$ cat config.mk
export PLATFORM = sky130hd
export DESIGN_NAME = ncss_sender
export DESIGN_NICKNAME = d
export VERILOG_FILES = /design/src/hw/ncss_pkg.sv /design/src/hw/ncss_in_if.sv /design/src/hw/ncss_sync_stage.sv /design/src/hw/ncss_sender.sv
export VERILOG_INCLUDE_DIRS = /design/src /design/src/hw
export SDC_FILE = /design/constraint.sdc
export NUM_CORES = 1
export LEC_CHECK = 0
export BUFFER_PORTS_ARGS = -buffer_cell sky130_fd_sc_hd__buf_2
export CAP_MARGIN = 20
export CORE_MARGIN = 4
export CORE_UTILIZATION = 50
export DETAILED_ROUTE_END_ITERATION = 6
export GPL_TIMING_DRIVEN = 0
export HOLD_SLACK_MARGIN = 0.02
export PLACE_DENSITY = 0.92
export SETUP_SLACK_MARGIN = 0.15
export SLEW_MARGIN = 0
export SYNTH_ARGS = -nofsm -noshare
export SYNTH_HDL_FRONTEND = slang
export SYNTH_SLANG_ARGS = --single-unit
$ cat constraint.sdc
create_clock -name CLK -period 4 [get_ports CLK]
set_clock_uncertainty 0.1 [all_clocks]
set_input_delay 0.2 -clock CLK [delete_from_list [all_inputs] [get_ports CLK]]
set_output_delay 0.2 -clock CLK [all_outputs]
set_load 0.01 [all_outputs]
$ cat src/hw/ncss_consts.svh
/*
 Constants of the network clock sync sender: field widths, positions,
 timing figures and reset values.
 Assumes inclusion by bare name; definitions only.
*/
`ifndef NCSS_CONSTS_SVH
`define NCSS_CONSTS_SVH

// ------------------------------------------------------------
// Field widths of the broadcast word
// ------------------------------------------------------------
`define NCSS_SEC_W 6
`define NCSS_MIN_W 6
`define NCSS_HOUR_W 5
`define NCSS_DOW_W 3
`define NCSS_DAY_W 5
`define NCSS_MON_W 4
`define NCSS_YEAR_W 7
`define NCSS_STAMP_W 36

// ------------------------------------------------------------
// Field positions inside the broadcast word
// ------------------------------------------------------------
`define NCSS_POS_SEC 0
`define NCSS_POS_MIN 6
`define NCSS_POS_HOUR 12
`define NCSS_POS_DOW 17
`define NCSS_POS_DAY 20
`define NCSS_POS_MON 25
`define NCSS_POS_YEAR 29

// ------------------------------------------------------------
// Timing and reset values
// ------------------------------------------------------------
`define NCSS_MAX_SKEW_S 5
`define NCSS_SEC_ZERO 6'h00
`define NCSS_SEC_LAST 6'h3B
`define NCSS_STAMP_RST 36'h0_0000_0000

`endif

$ cat src/hw/ncss_pkg.sv
/*
 Types of the network clock sync sender.
 Assumes ncss_consts.svh on the include path.
*/
`include "ncss_consts.svh"

package ncss_pkg;

   // Sender states
   typedef enum logic [1:0] {
      NCSS_IDLE = 2'b00,
      NCSS_ARMED = 2'b01,
      NCSS_SEND = 2'b10
   } ncss_state_e;

   typedef logic [`NCSS_STAMP_W-1:0] ncss_stamp_t;

endpackage

$ cat src/hw/ncss_in_if.sv
/*
 Interface carrying the synchronised inputs from the input stage to
 the sender core.
 Assumes both ends on the same clock.
*/
`timescale 1ns/1ps
`default_nettype none

interface ncss_in_if;
   logic enable;
   logic trigger;
   logic net_ok;
   logic [5:0] seconds;

   modport stage (output enable, output trigger, output net_ok,
      output seconds);
   modport core (input enable, input trigger, input net_ok,
      input seconds);
endinterface

`default_nettype wire

$ cat src/hw/ncss_sync_stage.sv
/*
 Two-flop synchronisers for the pin-level inputs of the sender.
 Assumes asynchronous pins; one clock for all logic.
*/
`timescale 1ns/1ps
`default_nettype none

module ncss_sync_stage
   import ncss_pkg::*;
(
   input wire logic clk,
   input wire logic reset_n,
   input wire logic enable_pin,
   input wire logic trigger_pin,
   input wire logic net_ok_pin,
   ncss_in_if.stage sync_out
);

   // ------------------------------------------------------------
   // Synchroniser chain
   // ------------------------------------------------------------
   logic [2:0] first;
   logic [2:0] second;
   logic [2:0] next_first;
   logic [2:0] next_second;

   // Next values: first stage takes pins, second takes first
   always_comb begin
      next_first = {net_ok_pin, trigger_pin, enable_pin};
      next_second = first;
   end

   // Registers of both stages
   always_ff @(posedge clk or negedge reset_n) begin
      if (!reset_n) begin
         first <= 3'h0;
         second <= 3'h0;
      end else begin
         first <= next_first;
         second <= next_second;
      end
   end

   // Only the second stage is seen by the core
   assign sync_out.enable = second[0];
   assign sync_out.trigger = second[1];
   assign sync_out.net_ok = second[2];

endmodule

`default_nettype wire

$ cat src/hw/ncss_sender.sv
/*
 Network clock sync sender: arms on a trigger rising edge and sends
 the real-time clock stamp once the seconds count wraps to zero.
 Assumes the RTC stamp comes from logic on the same clock and the
 network transmitter takes SEND_VALID as a one-cycle send request.
*/
`timescale 1ns/1ps
`default_nettype none
`include "ncss_consts.svh"

module ncss_sender
   import ncss_pkg::*;
(
   input wire logic CLK,
   input wire logic RESET_N,
   input wire logic ENABLE,
   input wire logic TRIGGER,
   input wire logic NET_OK,
   input wire logic [`NCSS_STAMP_W-1:0] RTC_STAMP,
   output logic SEND_VALID,
   output logic [`NCSS_STAMP_W-1:0] SEND_STAMP,
   output logic ARMED,
   output logic TRIGGER_ECHO
);

   // ------------------------------------------------------------
   // Input stage
   // ------------------------------------------------------------
   ncss_in_if sync_bus ();

   ncss_sync_stage u_sync (
      .clk (CLK),
      .reset_n (RESET_N),
      .enable_pin (ENABLE),
      .trigger_pin (TRIGGER),
      .net_ok_pin (NET_OK),
      .sync_out (sync_bus.stage)
   );

   // Seconds field is same-clock logic, no synchroniser
   assign sync_bus.seconds =
      RTC_STAMP[`NCSS_POS_SEC +: `NCSS_SEC_W];

   // ------------------------------------------------------------
   // Edge and wrap detection
   // ------------------------------------------------------------
   logic trig_prev;
   logic [`NCSS_SEC_W-1:0] sec_prev;
   logic next_trig_prev;
   logic [`NCSS_SEC_W-1:0] next_sec_prev;
   logic trig_rise;
   logic sec_wrap;

   // Rising edge only counts while enabled
   always_comb begin
      next_trig_prev = sync_bus.trigger;
      next_sec_prev = sync_bus.seconds;
      trig_rise = sync_bus.trigger && !trig_prev
         && sync_bus.enable;
      sec_wrap = (sync_bus.seconds == `NCSS_SEC_ZERO)
         && (sec_prev == `NCSS_SEC_LAST);
   end

   // History registers
   always_ff @(posedge CLK or negedge RESET_N) begin
      if (!RESET_N) begin
         trig_prev <= 1'b0;
         sec_prev <= `NCSS_SEC_ZERO;
      end else begin
         trig_prev <= next_trig_prev;
         sec_prev <= next_sec_prev;
      end
   end

   // ------------------------------------------------------------
   // Sender state machine
   // ------------------------------------------------------------
   // One state machine, so one sender per station
   ncss_state_e state;
   ncss_state_e next_state;
   logic next_send_valid;
   logic [`NCSS_STAMP_W-1:0] next_send_stamp;
   logic next_armed;
   logic next_trigger_echo;

   // Arm on edge, fire on wrap, drop on disable or bad network
   always_comb begin
      next_state = state;
      next_send_valid = 1'b0;
      next_send_stamp = SEND_STAMP;
      next_trigger_echo = sync_bus.trigger
         && sync_bus.enable;
      if (!sync_bus.enable || !sync_bus.net_ok) begin
         next_state = NCSS_IDLE;
      end else begin
         case (state)
            NCSS_IDLE: begin
               if (trig_rise) begin
                  next_state = NCSS_ARMED;
               end
            end
            NCSS_ARMED: begin
               if (sec_wrap) begin
                  next_state = NCSS_SEND;
                  next_send_valid = 1'b1;
                  next_send_stamp = RTC_STAMP;
               end
            end
            NCSS_SEND: begin
               next_state = NCSS_IDLE;
            end
            default: begin
               next_state = NCSS_IDLE;
            end
         endcase
      end
      next_armed = (next_state == NCSS_ARMED);
   end

   // State and output registers
   always_ff @(posedge CLK or negedge RESET_N) begin
      if (!RESET_N) begin
         state <= NCSS_IDLE;
         SEND_VALID <= 1'b0;
         SEND_STAMP <= `NCSS_STAMP_RST;
         ARMED <= 1'b0;
         TRIGGER_ECHO <= 1'b0;
      end else begin
         state <= next_state;
         SEND_VALID <= next_send_valid;
         SEND_STAMP <= next_send_stamp;
         ARMED <= next_armed;
         TRIGGER_ECHO <= next_trigger_echo;
      end
   end

endmodule

`default_nettype wire

==> results of run 1 <==
==> cell usage in the layout (no fill, tap or decap), types with 2 or more instances in the layout <==
| cell | count |
|---|---|
| nand4b_1 | 2 |
| nor2b_1 | 6 |
| buf_2 | 79 |
| dlygate4sd3_1 | 21 |
| clkbuf_8 | 6 |
| mux2_2 | 29 |
| dfrtp_1 | 54 |
| buf_6 | 3 |
| nor3_1 | 3 |
==> per-layer routing <==
layer / part of all wire, % / routed length, um / global-route usage [%] / up-vias
li1: - / - / - / 575
met1: 40 / 1526 / 19.91 / 587
met2: 48 / 1828 / 25.60 / 62
met3: 11 / 426 / 9.076 / 2
met4: 0.47 / 18 / 5.109 / 0
met5: 0 / 0 / 0 / -
==> timing repair <==
item / in CTS / in global routing
gates resized for setup: 0 / 0
endpoints found under the hold margin: 10 / 64
hold buffers: 10 / 11
==> cell type report <==
class                   count  area share, %
repair buffers            101          23.81
clock inverters             1         0.1905
inverters                   1         0.1429
clock buffers               7          3.286
plain buffers               3          1.286
flip-flops and latches     54          51.43
multi-input cells          48          17.67
well taps                  46          2.190
==> power by group through the flow <==
stage	registers (mW)	logic (mW)	clock network, mW
after floorplan	0.567	0.00322	0
after global placement	0.566	0.0335	0
after detailed placement	0.567	0.0347	0
after CTS	0.556	0.0422	0.308
after global routing	0.557	0.0587	0.338
final	0.556	0.0525	0.299
==> state kept, by name (all words and copies together) (netlist names) <==
| register | cells |
|---|---|
| u_sync.second | 3 |
| trig_prev | 1 |
| sec_prev | 6 |
| state | 2 |
| SEND_VALID | 1 |
| ARMED | 1 |
| SEND_STAMP | 36 |
| TRIGGER_ECHO | 1 |
| u_sync.first | 3 |
==> metrics by stage <==
stage	utilization, %	area [um2]	power (mW)
after detailed placement	66.49	2306	0.6015
after global placement	66.49	2306	0.5997
after CTS	72.01	2497	0.9065
final	75.76	2628	0.9068
after floorplan	-	1853	0.5698
after global routing	75.76	2628	0.9530
==> final timing paths <==
check / end / slack, ps
setup / recovery: SEND_STAMP[6]$_DFFE_PN0P_ / 1550
hold / removal: SEND_STAMP[33]$_DFFE_PN0P_ / 30
setup reg to reg: SEND_STAMP[6]$_DFFE_PN0P_ / 1750
hold reg to reg: u_sync.second[1]$_DFF_PN0_ / 250
max in group asynchronous: SEND_STAMP[19]$_DFFE_PN0P_ / 3120
min in group asynchronous: TRIGGER_ECHO$_DFF_PN0_ / 200
==> worst max-delay path: stages <==
cell	delay, ps
dlygate4sd3_1	540
buf_2	130
nand4b_1	160
or4_4	460
nor3_4	460
buf_6	230
mux2_2	350
==> cells by family (layout without fill, tap and decap cells) <==
group / count (synthesis) / in the layout
AO/OA/AOI/OAI: 1 / 1
buffers and inverters: 4 / 113
flip-flops: 54 / 54
multiplexers: 30 / 30
AND/OR/NAND/NOR: 17 / 17
==> reports/qor.csv, run 1 <==
metric;value;unit
DPL Wire Length;2565;um
HP Class;input port to flip-flop;
Synthesis Warnings;0;
Synth area leader;dfrtp_1;
Worst Tran Pin Value;561.9;ps
Final Wtd Congestion;0.6819;
CP endpoint kind;flip-flop;
antenna violations before repair;0;
Synth Area in XOR/XNOR;0;%
synthesized net count;147;
worst path required time;4080;ps
Detailed Routing Iterations Pass 1;2;
full die area;4744;um2
Layout fillers;230;
Flop pwr share;61.3;%
Yosys cell types;15;
RSZ-0062 raised after global routing;no;
Synth Area in Adders;0;%
Post-Syn Area;1853;um2
Synth Area in Compound Gates;0.2701;%
crit path max fanout;10;
Worst R2R Start;sec_prev[2]$_DFF_PN0_;
worst setup path startpoint;RTC_STAMP[0];
Yosys reg bits;54;
Post-Synth Simple-Gate Area;6.550;%
Clock Pin Slew Worst Setup and Hold Paths;90;ps
switching share of power;20.14;%
Slew HR;62.42;%
clk buf depth;2;
Final Cycle Share;61.21;%
Clock Tree Root;clkbuf_8;
vias per cell;4.697;
DRC;0;
pwr dens;345.1;nW/um2
largest family of logic cells by synthesized area;multiplexers;
Final nets;255;
DRT Wirelength;3800;um
pre-CTS WS;1755;ps
ant diodes;0;
clock sink count;54;
critical path type;input port to flip-flop;
Slew Limit Fails;0;
Worst-Skew Late Latency;290;ps
Net Sw Power;182.6;uW
crit path DAT;2530;ps
Rows;21;
Via Count;1226;
leading post-synthesis cells by cell area;dfrtp_1, mux2_2, nor2b_1;
FF-to-FF path depth;5;
Max-cap violations;0;
chip height;68.88;um
# port buffers;79;
Tot GR Track Use;16.57;%
top cell type's share of synthesized area;72.92;%
FMAX;408.4;MHz
I/O Pins;80;
post-DR wirelength/cell;14.56;um
Multi-input gate area;464.2;um2
placed insts;231;
status;finished clean;
largest net degree at the start of global routing;55;
layout cell share with drive strength beyond 1;56.28;%
Max VDD drop;0.0003033;V
ys async rst share;100.0;%
H-tree levels;2;
Lkg Pwr;1.479;nW
Post CTS Setup Buffer Count;0;
Post-synth EDFFs;0;
Clock Power Share;32.9;%
mux contribution to synthesized area;18.23;%
post-route setup slack;1552;ps
final count of hold timing violations;0;
WHS Path Cells;2;
Min Hold Slack;29.88;ps
P&R area growth vs syn;41.80;%
CTS tree;done;
Setup TNS;0;ps
Pint;724.2;uW
vias in the first global route;1267;
initial DRC count;46;
final std cells w/o fill;261;
Mapped Cells;106;
Combinational Power Share;5.8;%
syn_area_per_cell;17.48;um2
most common cell in the netlist;dfrtp_1;
CORE AREA;3468;um2
register area share after synthesis;72.92;%
startpoint types;input port;
final period demand of the worst path;2448;ps
Starting Density;53.43;%
Final setup viols;0;
first-pass GRT wire length;5582;um
prevailing post-synth register cell;dfrtp_1;
global route total overflow;0;
Die W;68.88;um
hold path startpoint;RTC_STAMP[33];
FF/Latch Area;1351;um2
Antenna Nets Post-Route;0;
Num CTS Buffers;5;
most common library cells after synthesis;dfrtp_1, mux2_2, nor2b_1;
No activity file was read; power rests on OpenSTA's default activity.
==> run 2, diff against run 1 <==
CORE_UTILIZATION = 46   (was 50)
PLACE_DENSITY = 0.87   (was 0.92)
clock period = 2.3 ns   (was 4 ns; I/O delays follow)
==> reports/qor.csv, run 2 (same netlist as run 1, synthesis figures left out) <==
metric;value;unit;change
# port buffers;79;;unchanged
Max-cap violations;0;;unchanged
hold path startpoint;RTC_STAMP[0];;
CP endpoint kind;flip-flop;;
Worst R2R Start;sec_prev[2]$_DFF_PN0_;;
HP Class;input port to flip-flop;;
startpoint types;input port;;
status;finished clean;;
most common cell after layout, fill and taps aside;buf_2;;
Endpoint, Worst Hold;SEND_VALID$_DFF_PN0_;;
commonest non-fill, non-tap cells in the layout;buf_2, dfrtp_1, dlygate4sd3_1, mux2_2, nor2b_1;;
Die W;71.47;um;+3.8%
largest net degree at the start of global routing;36;;-35%
post-DR wirelength/cell;14.82;um;+1.8%
Slew HR;69.70;%;+7.3 points
Antenna Nets Post-Route;0;;unchanged
Via Count;1343;;+9.5%
Final Cycle Share;91.32;%;
r2r setup slk;240;ps;-1510 ps
crit path max fanout;6;;-4
P&R area growth vs syn;54.29;%;
R2R Path End;SEND_STAMP[30]$_DFFE_PN0P_;;
RSZ-0062 raised after global routing;no;;
clk buf depth;2;;unchanged
most flop-heavy register;SEND_STAMP;;
Clock Pin Slew Worst Setup and Hold Paths;100;ps;about the same
final period demand of the worst path;2100;ps;
Lkg Pwr;1.579;nW;+6.8%
Final setup viols;0;;unchanged
Rows;22;;+4.8%
Final nets;278;;+9.0%
pwr dens;557.7;nW/um2;+62%
chip height;71.47;um;+3.8%
Detailed Routing Iterations Pass 1;5;;+3
worst path required time;2380;ps;-1700 ps
Max VDD drop;0.0003803;V;+25%
Final Wtd Congestion;0.6798;;-0.31%
layout cell share with drive strength beyond 1;52.94;%;-3.3 points
vias per cell;4.696;;about the same
WHS Path Cells;4;;+2
CTS tree;done;;
final std cells w/o fill;286;;+9.6%
Top Registers;SEND_STAMP x36, sec_prev x6;;
first-pass GRT wire length;7107;um;+27%
initial DRC count;54;;+17%
Slew Limit Fails;0;;unchanged
max reg flops;36;;unchanged
H-tree levels;2;;unchanged
Starting Density;49.14;%;-4.3 points
I/O Pins;80;;unchanged
ant diodes;0;;unchanged
Worst-Skew Late Latency;300;ps;about the same
full die area;5108;um2;+7.7%
DPL Wire Length;2735;um;+6.6%
antenna violations before repair;0;;unchanged
global route total overflow;0;;unchanged
FF-to-FF path depth;6;;+1
CORE AREA;3771;um2;+8.7%
placed insts;234;;+1.3%
final count of hold timing violations;0;;unchanged
vias in the first global route;1504;;+19%
clock sink count;54;;unchanged
Clock Tree Root;clkbuf_8;;
critical path type;input port to flip-flop;;
Worst Tran Pin Value;454.6;ps;-107.4 ps
Tot GR Track Use;17.76;%;+1.2 points
DRT Wirelength;4238;um;+12%
Setup TNS;0;ps;unchanged
Layout fillers;225;;-2.2%
DRC;0;;unchanged
Num CTS Buffers;5;;unchanged
FMAX;476.1;MHz;
crit path DAT;2180;ps;-350 ps
[run 2: per-stage QoR]
step	util (%)	power (mW)	cell area, um2	setup slack [ps]	hold WS (ps)
after detailed placement	61.75	1.050	2328	45.65	-10.80
after floorplan	-	0.9910	1853	304.0	-280.6
after CTS	75.15	1.613	2834	173.2	150.0
after global placement	61.21	1.043	2308	82.47	123.6
after global routing	75.81	1.679	2859	170.6	170.9
final	75.81	1.594	2859	199.6	149.7
[run 2: critical path, cell delays in order]
cell and delay [ps]:
dlygate4sd3_1 540, buf_2 130, or4_4 570, nor3_4 180, buf_12 140, buf_2 160, mux2_2 350
[run 2: where the power goes]
| group | leakage [nW] | switching, mW | internal, mW |
|---|---|---|---|
| logic | 0.812 | 0.0426 | 0.0752 |
| registers | 0.723 | 0.00441 | 0.962 |
| clock network | 0.0441 | 0.296 | 0.214 |
[run 2: what timing repair did]
item,4_1_cts,5_1_grt
hold buffers,40,0
setup endpoints to repair,23,30
endpoints found under the hold margin,58,0
pin swaps,1,1
resized for setup,0,0
cloned,0,1
buffers inserted,2,1
[run 2: worst max path at each step]
| stage | from | end | slack [ps] |
|---|---|---|---|
| finish | RTC_STAMP[3] | SEND_STAMP[30]$_DFFE_PN0P_ | 200 |
| global route | RTC_STAMP[3] | SEND_STAMP[6]$_DFFE_PN0P_ | 170 |
| CTS | RTC_STAMP[3] | SEND_STAMP[16]$_DFFE_PN0P_ | 170 |
| detailed placement | sec_prev[2]$_DFF_PN0_ | SEND_STAMP[15]$_DFFE_PN0P_ | 50 |
| global placement | sec_prev[2]$_DFF_PN0_ | SEND_STAMP[31]$_DFFE_PN0P_ | 80 |
| floorplan | sec_prev[2]$_DFF_PN0_ | SEND_STAMP[10]$_DFFE_PN0P_ | 300 |
[run 2: per-layer routing]
metal	GRT usage (%)	vias to the layer above	routed length (um)
li1	-	631	-
met1	20.78	645	1593
met2	31.22	61	2220
met3	5.049	6	367
met4	6.054	0	57
met5	0	-	0
[run 2: final cells by class]
type                            instances  area [um2]  share of cell area (%)
Clock buffer                            5       68.82                   2.407
Multi-Input combinational cell         48       464.2                   16.24
Tap cell                               48       60.06                   2.101
Buffer                                  3       33.78                   1.182
Inverter                                1       3.754                  0.1313
Clock inverter                          3       21.27                  0.7440
Timing Repair Buffer                  124       855.8                   29.93
Sequential cell                        54        1351                   47.26
